[config.mk]
export PLATFORM = sky130hd
export DESIGN_NAME = pspd_host
export DESIGN_NICKNAME = d
export VERILOG_FILES = /design/src/common/pspd_pkg.sv /design/src/rtl/pspd_access.sv /design/src/rtl/pspd_host.sv
export SDC_FILE = /design/constraint.sdc
export NUM_CORES = 1
export LEC_CHECK = 0
export ABC_CLOCK_PERIOD_IN_PS = 2950
export BUFFER_PORTS_ARGS = -buffer_cell sky130_fd_sc_hd__buf_2
export CORE_ASPECT_RATIO = 1.25
export CORE_MARGIN = 2
export CORE_UTILIZATION = 30
export DETAILED_ROUTE_END_ITERATION = 10
export GPL_TIMING_DRIVEN = 0
export HOLD_SLACK_MARGIN = 0.08
export PLACE_DENSITY_LB_ADDON = 0.12
export SLEW_MARGIN = 40
export SYNTH_ARGS = -nofsm -noshare
export SYNTH_HDL_FRONTEND = slang
export SYNTH_SLANG_ARGS = --single-unit
[constraint.sdc]
create_clock -name core_clk -period 2.95 [get_ports core_clk]
set_input_delay 0.295 -clock core_clk [delete_from_list [all_inputs] [get_ports core_clk]]
set_output_delay 0.295 -clock core_clk [all_outputs]
set_load 0.01 [all_outputs]
[src/common/pspd_pkg.sv]
// pspd_pkg: constants and carrier types for the psram host port controller.
// assumes a single 50 MHz core clock and an asynchronous psram on the pins.
//
// ----------------------------------------------------------------
// ----------------------------------------------------------------
package pspd_pkg;

    // ----------------------------------------------------------------
    // pin and timing constants
    // ----------------------------------------------------------------
    localparam int          CLK_PERIOD_NS   = 20;              // core clock period
    localparam int          ACCESS_MIN_NS   = 80;              // strobe low time, covers 65 ns cycle
    localparam int          ACCESS_CYC      = (ACCESS_MIN_NS + CLK_PERIOD_NS - 1) / CLK_PERIOD_NS;
    localparam int          RECOVER_MIN_NS  = 40;              // standby gap between accesses
    localparam int          RECOVER_CYC     = (RECOVER_MIN_NS + CLK_PERIOD_NS - 1) / CLK_PERIOD_NS;
    localparam int          ODIS_MAX_NS     = 1000;            // output-disable longest stretch
    localparam int          ODIS_MAX_CYC    = ODIS_MAX_NS / CLK_PERIOD_NS;
    localparam logic [20:0] TOP_ADDR        = 21'h1fffff;      // mode sequence address, sleep key
    localparam logic [20:0] PARTIAL_KEY     = 21'h17ffff;      // partial retention key
    localparam int          KEY_MODE_BIT    = 19;              // bit that tells the modes apart
    localparam int          SEQ_STEPS       = 6;               // accesses in a mode sequence
    localparam logic [15:0] RDATA_RESET     = 16'h0000;        // read word after reset

    // ----------------------------------------------------------------
    // carrier types
    // ----------------------------------------------------------------
    typedef enum logic [1:0] {
        PSPD_OP_READ  = 2'b00,                                  // plain read
        PSPD_OP_WRITE = 2'b01,                                  // plain write
        PSPD_OP_MODE  = 2'b10,                                  // power-down mode program
        PSPD_OP_SLEEP = 2'b11                                   // enter/leave power down
    } pspd_op_e;

    typedef struct packed {
        pspd_op_e    op;                                        // what to do
        logic [20:0] addr;                                      // word address
        logic [15:0] wdata;                                     // write word
        logic [1:0]  laneEnN;                                   // [1] high lane, [0] low lane, low = on
        logic        partial;                                   // mode op: 1 partial, 0 sleep; sleep op: 1 enter
    } pspd_req_s;

    typedef struct packed {
        logic        csN;                                       // chip_select_n
        logic        weN;                                       // write strobe
        logic        oeN;                                       // output enable
        logic        powerKeep;                                 // power_keep_enable
        logic [1:0]  laneEnN;                                   // high/low lane enables
        logic [20:0] addr;                                      // word_address
    } pspd_pins_s;

endpackage

[src/rtl/pspd_access.sv]
// pspd_access: one timed psram access (read or write) on the pins.
// assumes the caller holds req stable while busy and that the pins are idle on entry.
`timescale 1ns/1ps
module pspd_access (
    // clock and reset
    input  wire logic                 core_clk,
    input  wire logic                 arst_n,
    input  wire logic                 clkEn,
    // request side
    input  wire logic                 start,
    input  wire logic                 isWrite,
    input  wire logic [20:0]          addr,
    input  wire logic [15:0]          wdata,
    input  wire logic [1:0]           laneEnN,
    output logic                      done,
    output logic [15:0]               rdata,
    // pins (power keep handled by the caller)
    output logic                      csN,
    output logic                      weN,
    output logic                      oeN,
    output logic [1:0]                laneOutN,
    output logic [20:0]               addrOut,
    output logic [15:0]               dqOut,
    output logic [15:0]               dqOe,
    input  wire logic [15:0]          dqSync
);
    import pspd_pkg::*;

    // ----------------------------------------------------------------
    // state
    // ----------------------------------------------------------------
    typedef enum logic [2:0] {
        ACC_IDLE   = 3'b001,                                     // standby, lanes floating
        ACC_STROBE = 3'b010,                                     // strobe low
        ACC_GAP    = 3'b100                                      // standby gap after access
    } pspd_acc_e;

    pspd_acc_e   state, next_state;                              // access phase
    logic [7:0]  cnt, next_cnt;                                  // phase timer
    logic        wr, next_wr;                                    // latched direction
    logic [20:0] next_addrOut;
    logic [15:0] next_dqOut, next_rdata;
    logic [1:0]  next_laneOutN;

    // next-state logic; address stays driven until the next start, past the gap, so it is valid all access
    always_comb begin
        next_state    = state;
        next_cnt      = cnt;
        next_wr       = wr;
        next_addrOut  = addrOut;
        next_dqOut    = dqOut;
        next_laneOutN = laneOutN;
        next_rdata    = rdata;
        unique case (state)
            ACC_IDLE: begin
                if (start) begin
                    next_state    = ACC_STROBE;
                    next_cnt      = 8'(ACCESS_CYC);
                    next_wr       = isWrite;
                    next_addrOut  = addr;
                    next_dqOut    = wdata;
                    next_laneOutN = laneEnN;
                end
            end
            ACC_STROBE: begin
                if (cnt == 8'h01) begin
                    next_state = ACC_GAP;
                    next_cnt   = 8'(RECOVER_CYC);
                    // last strobe cycle: data synchronised two cycles back has settled
                    if (!wr) begin
                        next_rdata = dqSync;
                    end
                end else begin
                    next_cnt = cnt - 8'h01;
                end
            end
            ACC_GAP: begin
                // standby between accesses, chip select high
                if (cnt == 8'h01) begin
                    next_state    = ACC_IDLE;
                    next_laneOutN = 2'b11;
                end else begin
                    next_cnt = cnt - 8'h01;
                end
            end
        endcase
    end

    // registers
    always_ff @(posedge core_clk or negedge arst_n) begin
        if (!arst_n) begin
            state    <= ACC_IDLE;
            cnt      <= 8'h00;
            wr       <= 1'b0;
            addrOut  <= 21'h000000;
            dqOut    <= 16'h0000;
            laneOutN <= 2'b11;
            rdata    <= RDATA_RESET;
        end else if (clkEn) begin
            state    <= next_state;
            cnt      <= next_cnt;
            wr       <= next_wr;
            addrOut  <= next_addrOut;
            dqOut    <= next_dqOut;
            laneOutN <= next_laneOutN;
            rdata    <= next_rdata;
        end
    end

    // pin strobes; output enable stays high through a write
    assign csN  = (state != ACC_STROBE);
    assign weN  = !((state == ACC_STROBE) && wr);
    assign oeN  = !((state == ACC_STROBE) && !wr);
    assign dqOe = {{8{(state == ACC_STROBE) && wr && !laneOutN[1]}},
                   {8{(state == ACC_STROBE) && wr && !laneOutN[0]}}};
    assign done = (state == ACC_GAP) && (cnt == 8'h01) && clkEn;

    // ----------------------------------------------------------------
    // checks
    // ----------------------------------------------------------------
    a_oe_steady_write: assert property (@(posedge core_clk) disable iff (!arst_n)
        (!weN) |-> oeN) else $error("output enable low during write");
    a_gap_after_access: assert property (@(posedge core_clk) disable iff (!arst_n)
        $rose(csN) |-> csN[*2]) else $error("no standby gap");
    a_addr_held: assert property (@(posedge core_clk) disable iff (!arst_n)
        (!csN && !$past(csN)) |-> $stable(addrOut)) else $error("address moved in access");
endmodule

[src/rtl/pspd_host.sv]
// pspd_host: host controller for an asynchronous psram with power-down modes.
// assumes a single requester holding req until ack; dq read path is asynchronous to core_clk.
`timescale 1ns/1ps
module pspd_host (
    // clock and reset
    input  wire logic                 core_clk,
    input  wire logic                 arst_n,
    input  wire logic                 clkEn,
    // user request side
    input  wire logic                 reqValid,
    input  wire pspd_pkg::pspd_req_s  req,
    output logic                      reqReady,
    output logic                      ack,
    output logic [15:0]               rdata,
    output logic                      poweredDown,
    output logic                      partialMode,
    // memory pins
    output pspd_pkg::pspd_pins_s      pins,
    output logic [15:0]               dqOut,
    output logic [15:0]               dqOe,
    input  wire logic [15:0]          dqIn
);
    import pspd_pkg::*;

    // ----------------------------------------------------------------
    // state
    // ----------------------------------------------------------------
    typedef enum logic [4:0] {
        H_IDLE  = 5'b00001,                                      // waiting for a request
        H_ACC   = 5'b00010,                                      // single read/write
        H_SEQ   = 5'b00100,                                      // mode sequence step
        H_DOWN  = 5'b01000,                                      // powered down
        H_ACK   = 5'b10000                                       // answer to the user
    } pspd_host_e;

    pspd_host_e  state, next_state;                              // controller phase
    logic [2:0]  step, next_step;                                // mode sequence index 0..5
    logic [15:0] first_readback_word, next_first_readback_word;  // word from sequence read one
    logic [15:0] key_read_word, next_key_read_word;              // word from sequence read six
    logic        partial, next_partial;                          // programmed retention mode
    logic        keep, next_keep;                                // power_keep_enable pin
    logic        reqPartial, next_reqPartial;                    // mode being programmed
    logic [15:0] next_rdata;
    logic        next_ack;
    logic [15:0] dqMeta, dqSync;                                 // read path synchroniser
    logic        accStart, accWrite, accDone;
    logic [20:0] accAddr;
    logic [15:0] accWdata, accRdata;
    logic [1:0]  accLaneN;
    logic        accCsN, accWeN, accOeN;
    logic [1:0]  accLaneOutN;
    logic [20:0] accAddrOut;
    logic [7:0]  odisCnt;                                        // output-disable watch counter

    // ----------------------------------------------------------------
    // read data synchroniser, two flops before use
    // ----------------------------------------------------------------
    always_ff @(posedge core_clk or negedge arst_n) begin
        if (!arst_n) begin
            dqMeta <= 16'h0000;
            dqSync <= 16'h0000;
        end else if (clkEn) begin
            dqMeta <= dqIn;
            dqSync <= dqMeta;
        end
    end

    // ----------------------------------------------------------------
    // access engine
    // ----------------------------------------------------------------
    pspd_access u_access (
        .core_clk (core_clk),
        .arst_n   (arst_n),
        .clkEn    (clkEn),
        .start    (accStart),
        .isWrite  (accWrite),
        .addr     (accAddr),
        .wdata    (accWdata),
        .laneEnN  (accLaneN),
        .done     (accDone),
        .rdata    (accRdata),
        .csN      (accCsN),
        .weN      (accWeN),
        .oeN      (accOeN),
        .laneOutN (accLaneOutN),
        .addrOut  (accAddrOut),
        .dqOut    (dqOut),
        .dqOe     (dqOe),
        .dqSync   (dqSync)
    );

    // sequence step decode: 0 read top, 1-4 write top, 5 read key
    always_comb begin
        accStart = 1'b0;
        accWrite = 1'b0;
        accAddr  = req.addr;
        accWdata = req.wdata;
        accLaneN = req.laneEnN;
        if (state == H_ACC) begin
            accStart = 1'b1;
            accWrite = (req.op == PSPD_OP_WRITE);
        end else if (state == H_SEQ) begin
            accStart = 1'b1;
            accLaneN = 2'b00;
            unique case (step)
                3'd0: begin
                    accAddr = TOP_ADDR;
                end
                3'd1, 3'd2: begin
                    accWrite = 1'b1;
                    accAddr  = TOP_ADDR;
                    accWdata = first_readback_word;
                end
                3'd3, 3'd4: begin
                    accWrite = 1'b1;
                    accAddr  = TOP_ADDR;
                    accWdata = 16'h0000;
                end
                3'd5: begin
                    accAddr = reqPartial ? PARTIAL_KEY : TOP_ADDR;
                end
                default: begin
                    accStart = 1'b0;                             // unreachable step code
                end
            endcase
        end
    end

    // ----------------------------------------------------------------
    // controller next state
    // ----------------------------------------------------------------
    always_comb begin
        next_state               = state;
        next_step                = step;
        next_first_readback_word = first_readback_word;
        next_key_read_word       = key_read_word;
        next_partial             = partial;
        next_keep                = keep;
        next_reqPartial          = reqPartial;
        next_rdata               = rdata;
        next_ack                 = 1'b0;
        unique case (state)
            H_IDLE: begin
                // idle is standby: chip select high, so power down may follow
                if (reqValid) begin
                    unique case (req.op)
                        PSPD_OP_READ, PSPD_OP_WRITE: next_state = H_ACC;
                        PSPD_OP_MODE: begin
                            // meant to run before normal traffic when retention is wanted
                            next_state      = H_SEQ;
                            next_step       = 3'd0;
                            next_reqPartial = req.partial;
                        end
                        PSPD_OP_SLEEP: begin
                            if (req.partial) begin
                                next_keep  = 1'b0;
                                next_state = H_ACK;              // ack, then rest in power down
                            end else begin
                                next_state = H_ACK;
                            end
                        end
                    endcase
                end
            end
            H_ACC: begin
                // engine busy; start stays high through H_ACC but the engine samples it only in idle, so wait for done
                if (accDone) begin
                    next_rdata = accRdata;
                    next_state = H_ACK;
                end
            end
            H_SEQ: begin
                if (accDone) begin
                    if (step == 3'd0) begin
                        next_first_readback_word = accRdata;
                    end
                    if (step == 3'(SEQ_STEPS - 1)) begin
                        next_key_read_word = accRdata;
                        next_partial       = reqPartial;
                        next_rdata         = accRdata;
                        next_state         = H_ACK;
                    end else begin
                        next_step = step + 3'd1;
                    end
                end
            end
            H_DOWN: begin
                // all lanes float, leave on a wake request; sleep mode loses contents
                if (reqValid && (req.op == PSPD_OP_SLEEP) && !req.partial) begin
                    next_keep  = 1'b1;
                    next_state = H_ACK;
                end
            end
            H_ACK: begin
                next_ack   = 1'b1;
                // a power-down entry must not fall back to idle, or requests would reach a sleeping memory
                next_state = keep ? H_IDLE : H_DOWN;
            end
        endcase
    end

    // registers
    always_ff @(posedge core_clk or negedge arst_n) begin
        if (!arst_n) begin
            state               <= H_IDLE;
            step                <= 3'd0;
            first_readback_word <= 16'h0000;
            key_read_word       <= 16'h0000;
            partial             <= 1'b0;
            keep                <= 1'b1;
            reqPartial          <= 1'b0;
            rdata               <= RDATA_RESET;
            ack                 <= 1'b0;
        end else if (clkEn) begin
            state               <= next_state;
            step                <= next_step;
            first_readback_word <= next_first_readback_word;
            key_read_word       <= next_key_read_word;
            partial             <= next_partial;
            keep                <= next_keep;
            reqPartial          <= next_reqPartial;
            rdata               <= next_rdata;
            ack                 <= next_ack;
        end
    end

    // pins: access engine strobes only start from H_ACC/H_SEQ, so once busy the
    // request is held by the user until ack
    assign pins.csN       = accCsN | !keep;
    assign pins.weN       = accWeN;
    assign pins.oeN       = accOeN;
    assign pins.powerKeep = keep;
    assign pins.laneEnN   = accLaneOutN;
    assign pins.addr      = accAddrOut;
    assign reqReady       = (state == H_IDLE) || (state == H_DOWN);
    assign poweredDown    = !keep;
    assign partialMode    = partial;

    // ----------------------------------------------------------------
    // checks
    // ----------------------------------------------------------------
    always_ff @(posedge core_clk or negedge arst_n) begin
        if (!arst_n) begin
            odisCnt <= 8'h00;
        end else if (!pins.csN && pins.weN && pins.oeN) begin
            odisCnt <= odisCnt + 8'h01;
        end else begin
            odisCnt <= 8'h00;
        end
    end

    a_odis_limit: assert property (@(posedge core_clk) disable iff (!arst_n)
        odisCnt < 8'(ODIS_MAX_CYC)) else $error("output disable too long");
    a_down_standby: assert property (@(posedge core_clk) disable iff (!arst_n)
        $fell(pins.powerKeep) |-> $past(pins.csN)) else $error("power down from active");
    a_down_floats: assert property (@(posedge core_clk) disable iff (!arst_n)
        !pins.powerKeep |-> (dqOe == 16'h0000) && pins.csN) else $error("lanes driven in power down");
    a_lane_write: assert property (@(posedge core_clk) disable iff (!arst_n)
        (dqOe[0] |-> !pins.laneEnN[0]) and (dqOe[8] |-> !pins.laneEnN[1])) else $error("disabled lane driven");
endmodule

; Word-level counts from Yosys, hierarchy flattened
; Cells that the tools add are included.
[totals]
reg_bits = 143
inputBits = 62
out_inout_bits = 79
elab_cells = 141
[classes]
n_addsub = 2
n_eq_ne = 31
mux = 49
bitwise_logic = 2
reduce_logical = 40
[ops]
columns = op, count
row1 = $mux W16, 5
row2 = $pmux W16 S2, 2
row3 = $mux W21, 2
row4 = $pmux W21 S2, 1
row5 = $mux W5, 5
row6 = $pmux W5 S5, 1
row7 = $mux W8, 3
row8 = $pmux W8 S3, 1
row9 = $reduce_and A4 Y1, 6
row10 = $mux W3, 7
row11 = $mux W20, 1
row12 = $ne A2 B2 Y1 const B, 9
row13 = $reduce_and A6 Y1, 3
row14 = $pmux W5 S3, 1
row15 = $mux W1, 11
row16 = $eq A3 B2 Y1 const B, 3
row17 = $eq A3 B3 Y1 const B, 3
row18 = $pmux W3 S3, 1
row19 = $eq A8 B1 Y1 const B, 1
row20 = $logic_and A1 B1 Y1, 8
row21 = $mux W2, 4
row22 = $ne A2 B1 Y1 const B, 4
row23 = $reduce_bool A2 Y1, 4
row24 = $sub A8 B1 Y8 const B, 1
row25 = other kinds (26), 37

; Depth between registers and ports, before layout
; Gate-level depths: netlist (run 1).
[depth]
depth_word = 7
depth_mapped = 9
mapped_depth_nobuf = 7

; By module
; Synthesis (run 1) repeated with hierarchy kept, for this count alone.
[unflattened]
cells_unflattened = 492
hier_area_um2 = 6606.3
[by_module_without_submodules]
columns = module, instances, cells_per_inst, area_each_um2
row1 = pspd_host, 1, 277, 3659.8
row2 = pspd_access, 1, 215, 2946.6

; Worst setup path before layout (run 1)
; No wires, ideal clock.
[synth_path]
path_kind = register to register
start = register u_access.cnt[1]
end = register rdata[10]
setup_time_ns = 0.125
arrival_time_ns = 2.102
required_ns = 2.825
path_slack_ns = 0.724
stages_incl_launch_ff = 9
path_cell_list = dfrtp_1 inv_1 ha_1 or3b_2 nor2_4 nand3_2 a21oi_4 buf_4 mux2_2
[synth_between]
elab_chain_cells = 5
elab_cells_between_ends = 6
classes_between = eq/ne: 3 / reduce/logical: 3
[synth_lines]
columns = item, line
row1 = start: declaration, pspd_access.sv:39  ; logic [7:0] cnt, next_cnt;
row2 = start signal: assignment, pspd_access.sv:101  ; cnt <= next_cnt;
row3 = $eq A8 B1 Y1 *, pspd_access.sv:116  ; assign done = (state == ACC_GAP) && (cnt == 8'h01) && clkEn;
row4 = $logic_and A1 B1 Y1 * (2 in series), pspd_access.sv:116
row5 = $ne A2 B2 Y1 (no line), -
row6 = $reduce_and A5 Y1 (no line) *, -
row7 = end signal: assignment, pspd_host.sv:222  ; rdata <= next_rdata;
row8 = end: declaration, pspd_host.sv:14  ; output logic [15:0] rdata,
; Mark *: on every way between the ends. The rest lies on a longest branch, timed or not.
; A chain may end at the register's enable or synchronous reset.

; Final worst setup path (run 1)
[layout_path]
start = register u_access.state[1]
end = output dqOe[12]
[layout_between]
elab_chain_cells = 3
[layout_lines]
columns = item, line
row1 = start: declaration, pspd_access.sv:38  ; pspd_acc_e state, next_state;
row2 = start signal: assignment, pspd_access.sv:100  ; state <= next_state;
row3 = $eq A3 B2 Y1, pspd_access.sv:114  ; assign dqOe = {{8{(state == ACC_STROBE) && wr && !laneOutN[1]}},
row4 = $logic_and A1 B1 Y1 (2 in series), pspd_access.sv:114
row5 = end: declaration, pspd_host.sv:20  ; output logic [15:0] dqOe,
; Every way passes these cells.

==> results of run 1 <==
[Yosys cell counts (4+ instances only)]
master | number | share of area
nor2_1 | 40 | 0.023
nand2_1 | 56 | 0.033
a211oi_1 | 4 | 0.0047
nor3_1 | 5 | 0.0039
buf_4 | 18 | 0.021
nand2b_1 | 5 | 0.0049
mux2_4 | 15 | 0.035
a21oi_1 | 11 | 0.0086
dfstp_2 | 5 | 0.020
clkbuf_1 | 16 | 0.0093
nand3b_1 | 4 | 0.0047
mux2_2 | 72 | 0.13
nor2b_1 | 4 | 0.0039
inv_1 | 13 | 0.0076
dfrtp_1 | 138 | 0.54
ha_1 | 7 | 0.014
a22oi_1 | 16 | 0.019
o21ai_0 | 51 | 0.040
[per-stage QoR]
stage / util / area [µm²]
2_1_floorplan: - / 6420
3_3_place_gp: 0.357 / 7470
3_5_place_dp: 0.361 / 7530
4_1_cts: 0.389 / 8130
5_1_grt: 0.389 / 8130
6_report: 0.389 / 8140
[cells by family after synthesis]
group / synth area share
AO/OA/AOI/OAI: 0.100
XOR/XNOR: 0.00136
adder cells (fa/ha/maj): 0.0136
buffers and inverters: 0.0469
flip-flops: 0.558
multiplexers: 0.165
AND/OR/NAND/NOR: 0.115
[path summary, 6_finish.rpt]
kind	startpoint	depth (start not counted)	to	slack [ps]
min in group asynchronous	arst_n	2	ack	340
worst max-delay path	u_access.state[1]	5	dqOe[12]	290
worst min register to register	u_access.addrOut[19]	2	u_access.addrOut[19]	470
worst min-delay path	dqIn[10]	2	dqMeta[10]	100
worst max register to register	u_access.cnt[1]	8	rdata[13]	380
max in group asynchronous	arst_n	3	u_access.state[0]	1950
[power by group through the flow]
stage                     Sequential, mW  Clock [mW]  Combinational, mW
after CTS                           2.47        2.16               1.22
after global placement              2.49           0               1.18
after detailed placement            2.51           0               1.21
after floorplan                     2.43           0              0.890
final                               2.47        2.09               1.21
after global routing                2.51        2.26               1.35
[cell type report]
type | instances | area (µm²)
clock buffers | 17 | 425
plain buffers | 42 | 253
flip-flops and latches | 143 | 3580
fillers | 2061 | 12800
repair buffers | 144 | 786
well taps | 274 | 343
multi-input cells | 345 | 2540
inverters | 13 | 48.8
diodes | 2 | 5.00
clock inverters | 15 | 151
[layer usage]
metal,vias to the layer above,wire [µm]
met5,-,7
met2,128,8250
met3,21,920
met4,2,238
li1,2242,-
met1,2299,6560
[state kept, by name, summed over array words and instances (netlist names), 2 cells and up]
signal	flops
rdata	16
u_access.dqOut	16
step	3
u_access.addrOut	21
u_access.laneOutN	2
first_readback_word	16
u_access.cnt	8
u_access.state	3
state	5
dqMeta	16
u_access.rdata	16
dqSync	16
[worst max-delay path, cell delays in order, from the launching register on]
cell and delay, ps:
dfrtp_1 440, nor3b_2 560, nand2_1 230, nor2_1 420, buf_4 190, buf_2 120
[timing repair]
action / CTS / global route
endpoints found under the setup margin: 0 / 0
hold buffers: 2 / 0
endpoints found under the hold margin: 69 / 0
==> results.yml, run 1 <==
outcome:
  status: "completed"
place:
  port_buffers: 140
  dpl.hpwl_um: 12200
  dp.cells: 959
  gp_congestion: 0.837
  pre_cts_ws_ps: 393
power:
  p_comb_frac: 0.210
  pwr-share-seq: 0.427
  p_sw_frac: 0.308
  intPower_mw: 4.00
  power_mw: 5.77
  pwr-share-clk: 0.363
  ir_drop_v: 0.000374
  p_sw_mw: 1.78
  p_leak_nw: 3.97
  power_density_nw_per_um2: 710
cells_and_area:
  final_nets: 775
  layout.cells.non_filler: 995
  final_common_cell: "buf_2"
  drive_gt1_frac: 0.424
  area_growth_pct: 26.6
  mostFrequentLayoutCells: "buf_2, dfrtp_1, mux2_2, nand2_1, o21ai_0"
worst_setup_path:
  worstPathArrival_ps: 2370
  worstPathRequired_ps: 2650
  start_kind: "register"
  critPathMaxFanout: 8
  crit_path_end_kind: "primary output"
  path_class: "reg2out"
synthesis:
  synthCells: 543
  synth-main-ff-cell: "dfrtp_1"
  synth_edf_count: 0
  ys_types: 62
  ys_seq_area_frac: 0.558
  synth_fp_nets: 612
  ys_ff_latch: 143
  yosys_warnings: 0
  synth_area_um2: 6420
  async_flop_share: 1.00
  postSynthAreaPerCell_um2: 11.8
sta:
  final-setup-viol-count: 0
  min_period_over_period: 0.902
  finalCriticalPeriod_ps: 2660
  finClkSkew_ps: 11.8
  finalHoldViolCount: 0
  fmax_ghz: 0.376
  grt_setup_unrepaired: "false"
  worst_slack_ps: 288
  setup-tns-final_ps: 0
  worst_slew_pin_slew_ps: 675
  slew_violations: 0
  slew_headroom: 0.550
  whs_ps: 104
clock_network:
  clk_latency_ps: 420
  cts_num_sinks: 143
  cts_made_buffers: 17
  cts_buffer_depth: 2
  h-tree-depth: 4
  clk_pin_slew_ps: 70
  cts_setup_buffers: 0
  tritoncts: "built"
  root_buffer: "clkbuf_16"
  cts_resized: 0
global_routing:
  antenna_found_initial: 3
  grt-ovfl-total: 0
  grt_max_degree: 61
  met1_usage: 0.174
  grt_busiest_layer: "met2"
  grt_pass1_vias: 4729
  met3_usage: 0.0427
  grt_pass1_wl_um: 25700
  grt.met2_usage: 0.253
  grt.total_usage: 0.147
floorplanning:
  fp-row-count: 59
  ios: 141
  core_area_um2: 20900
  die_x_um: 135
  start_util: 0.308
  die_h_um: 168
  die-area_um2: 22600
routing:
  routed_wl_um: 16000
  ant_nets: 0
  drt_iter0_markers: 269
  viasPerCell: 4.72
  firstDrtPassIters: 4
  drc: 0
  wl_per_cell_um: 16.1
  route.vias.total: 4692
worst_hold_path:
  hold_class: "in2reg"
run:
  max_cap_violations: 0
Power figures use the tool's default switching activity.
==> run 2: changes to the inputs <==
==> constraint.sdc (replaced) <==
create_clock -name core_clk -period 2.95 [get_ports core_clk]
set_input_delay 0.295 -clock core_clk [delete_from_list [all_inputs] [get_ports core_clk]]
set_output_delay 0.295 -clock core_clk [all_outputs]
set_load 0.05 [all_outputs]
==> results.yml, run 2 (synthesis results as in run 1) <==
place:
  place_area_um2: 7530
  dpl.hpwl_um: 12200
  pre_cts_ws_ps: 393
  port_buffers: 140
  gp_congestion: 0.837
  dp.cells: 959
worst_setup_path:
  critPathMaxFanout: 8
  start_kind: "register"
  r2r_cells: 8
  worstPathArrival_ps: 2310
  path_class: "reg2out"
  slowest_stage: "dfrtp_1"
  slowest_delay_ps: 440
  worstPathRequired_ps: 2650
  crit_path_end_kind: "primary output"
  path_cells: "nor3b_4 > nand2_1 > nor2_1 > buf_4 > buf_2"
routing:
  drc: 0
  wl_per_cell_um: 16.1
  drt_iter0_markers: 282
  firstDrtPassIters: 5
  ant_nets: 0
  viasPerCell: 4.74
  route.vias.total: 4716
  routed_wl_um: 16000
floorplanning:
  start_util: 0.308
  core_area_um2: 20900
  die_x_um: 135
  die-area_um2: 22600
  ios: 141
  fp-row-count: 59
  die_h_um: 168
sta:
  slew_headroom: 0.552
  finalCriticalPeriod_ps: 2610
  finalHoldViolCount: 0
  grt_setup_unrepaired: "false"
  slew_violations: 0
  final-setup-viol-count: 0
  finClkSkew_ps: 11.0
  min_period_over_period: 0.884
  fmax_ghz: 0.384
  worst_slew_pin_slew_ps: 672
  worst_slack_ps: 343
cells_and_area:
  stdcell_area_um2: 8140
  final_nets: 775
  largest_register_ffs: 21
  area_growth_pct: 26.7
  nFillCells: 2060
  final_common_cell: "buf_2"
  regMostFlops: "u_access.addrOut"
  mostFrequentLayoutCells: "buf_2, dfrtp_1, mux2_2, nand2_1, o21ai_0"
  drive_gt1_frac: 0.424
  ff_latch_area_um2: 3580
  layout.cells.non_filler: 995
  multi_input_area_um2: 2540
clock_network:
  clk_latency_ps: 420
  h-tree-depth: 4
  cts_made_buffers: 17
  cts_setup_buffers: 0
  tritoncts: "built"
  clk_pin_slew_ps: 70
  root_buffer: "clkbuf_16"
  cts_num_sinks: 143
  cts_buffer_depth: 2
worst_hold_path:
  hold_class: "in2reg"
  whs_path_depth: 2
global_routing:
  antenna_found_initial: 3
  grt-ovfl-total: 0
  grt_max_degree: 61
  grt_pass1_vias: 4729
  grt_pass1_wl_um: 25700
  grt.total_usage: 0.147
outcome:
  status: "completed"
power:
  ir_drop_v: 0.000375
  power_density_nw_per_um2: 721
  p_leak_nw: 3.97
run:
  max_cap_violations: 0
[run 2: path summary, 6_finish.rpt]
kind / slack, ps / to / startpoint
hold / removal: 100 / dqMeta[10] / dqIn[10]
hold reg to reg: 470 / u_access.addrOut[19] / u_access.addrOut[19]
setup reg to reg: 390 / rdata[13] / u_access.cnt[1]
setup / recovery: 340 / dqOe[12] / u_access.state[1]
max in group asynchronous: 1950 / u_access.state[0] / arst_n
min in group asynchronous: 340 / ack / arst_n
[run 2: area by class of cell]
class                      instances  share of cell area
multi-input combinational        345               0.313
antenna                            2            0.000615
buffer                            42              0.0310
clock inverter                    15              0.0186
tap                              274              0.0421
inverter                          13             0.00599
sequential                       143               0.440
timing repair buffer             144              0.0965
clock buffer                      17              0.0523
[run 2: where the power goes]
group / internal (mW) / total (mW) / switching, mW / leakage (nW)
clock: 1.19 / 2.09 / 0.906 / 0.272
combinational: 0.576 / 1.31 / 0.731 / 1.83
sequential: 2.24 / 2.47 / 0.228 / 1.87
total: 4.00 / 5.87 / 1.87 / 3.97
[run 2: critical path, delay by kind of cell, from the launching register on]
| family | cells | cell delay [ps] |
|---|---|---|
| AND/OR/NAND/NOR | 3 | 1020 |
| buffers and inverters | 2 | 440 |
| flip-flops | 1 | 440 |
[run 2: routing by layer]
metal / vias up / routed length, µm / GRT usage
li1: 2243 / - / -
met1: 2320 / 6570 / 0.174
met2: 128 / 8260 / 0.253
met3: 23 / 891 / 0.0427
met4: 2 / 242 / 0.0494
met5: - / 7 / 0
[run 2: timing repair]
item                                   CTS  global route
setup endpoints to repair                0             9
resized for setup                        0             1
hold buffers                             2             0
endpoints found under the hold margin   69             0
[run 2: metrics by stage]
step	power, mW	setup TNS (ps)	hold slack, ps	util
floorplan	3.41	0	-0.591	-
CTS	5.94	0	80.4	0.389
finish	5.87	0	104	0.390
global route	6.22	0	89.4	0.389
global placement	3.75	-75790	460	0.357
detailed placement	3.81	0	188	0.361
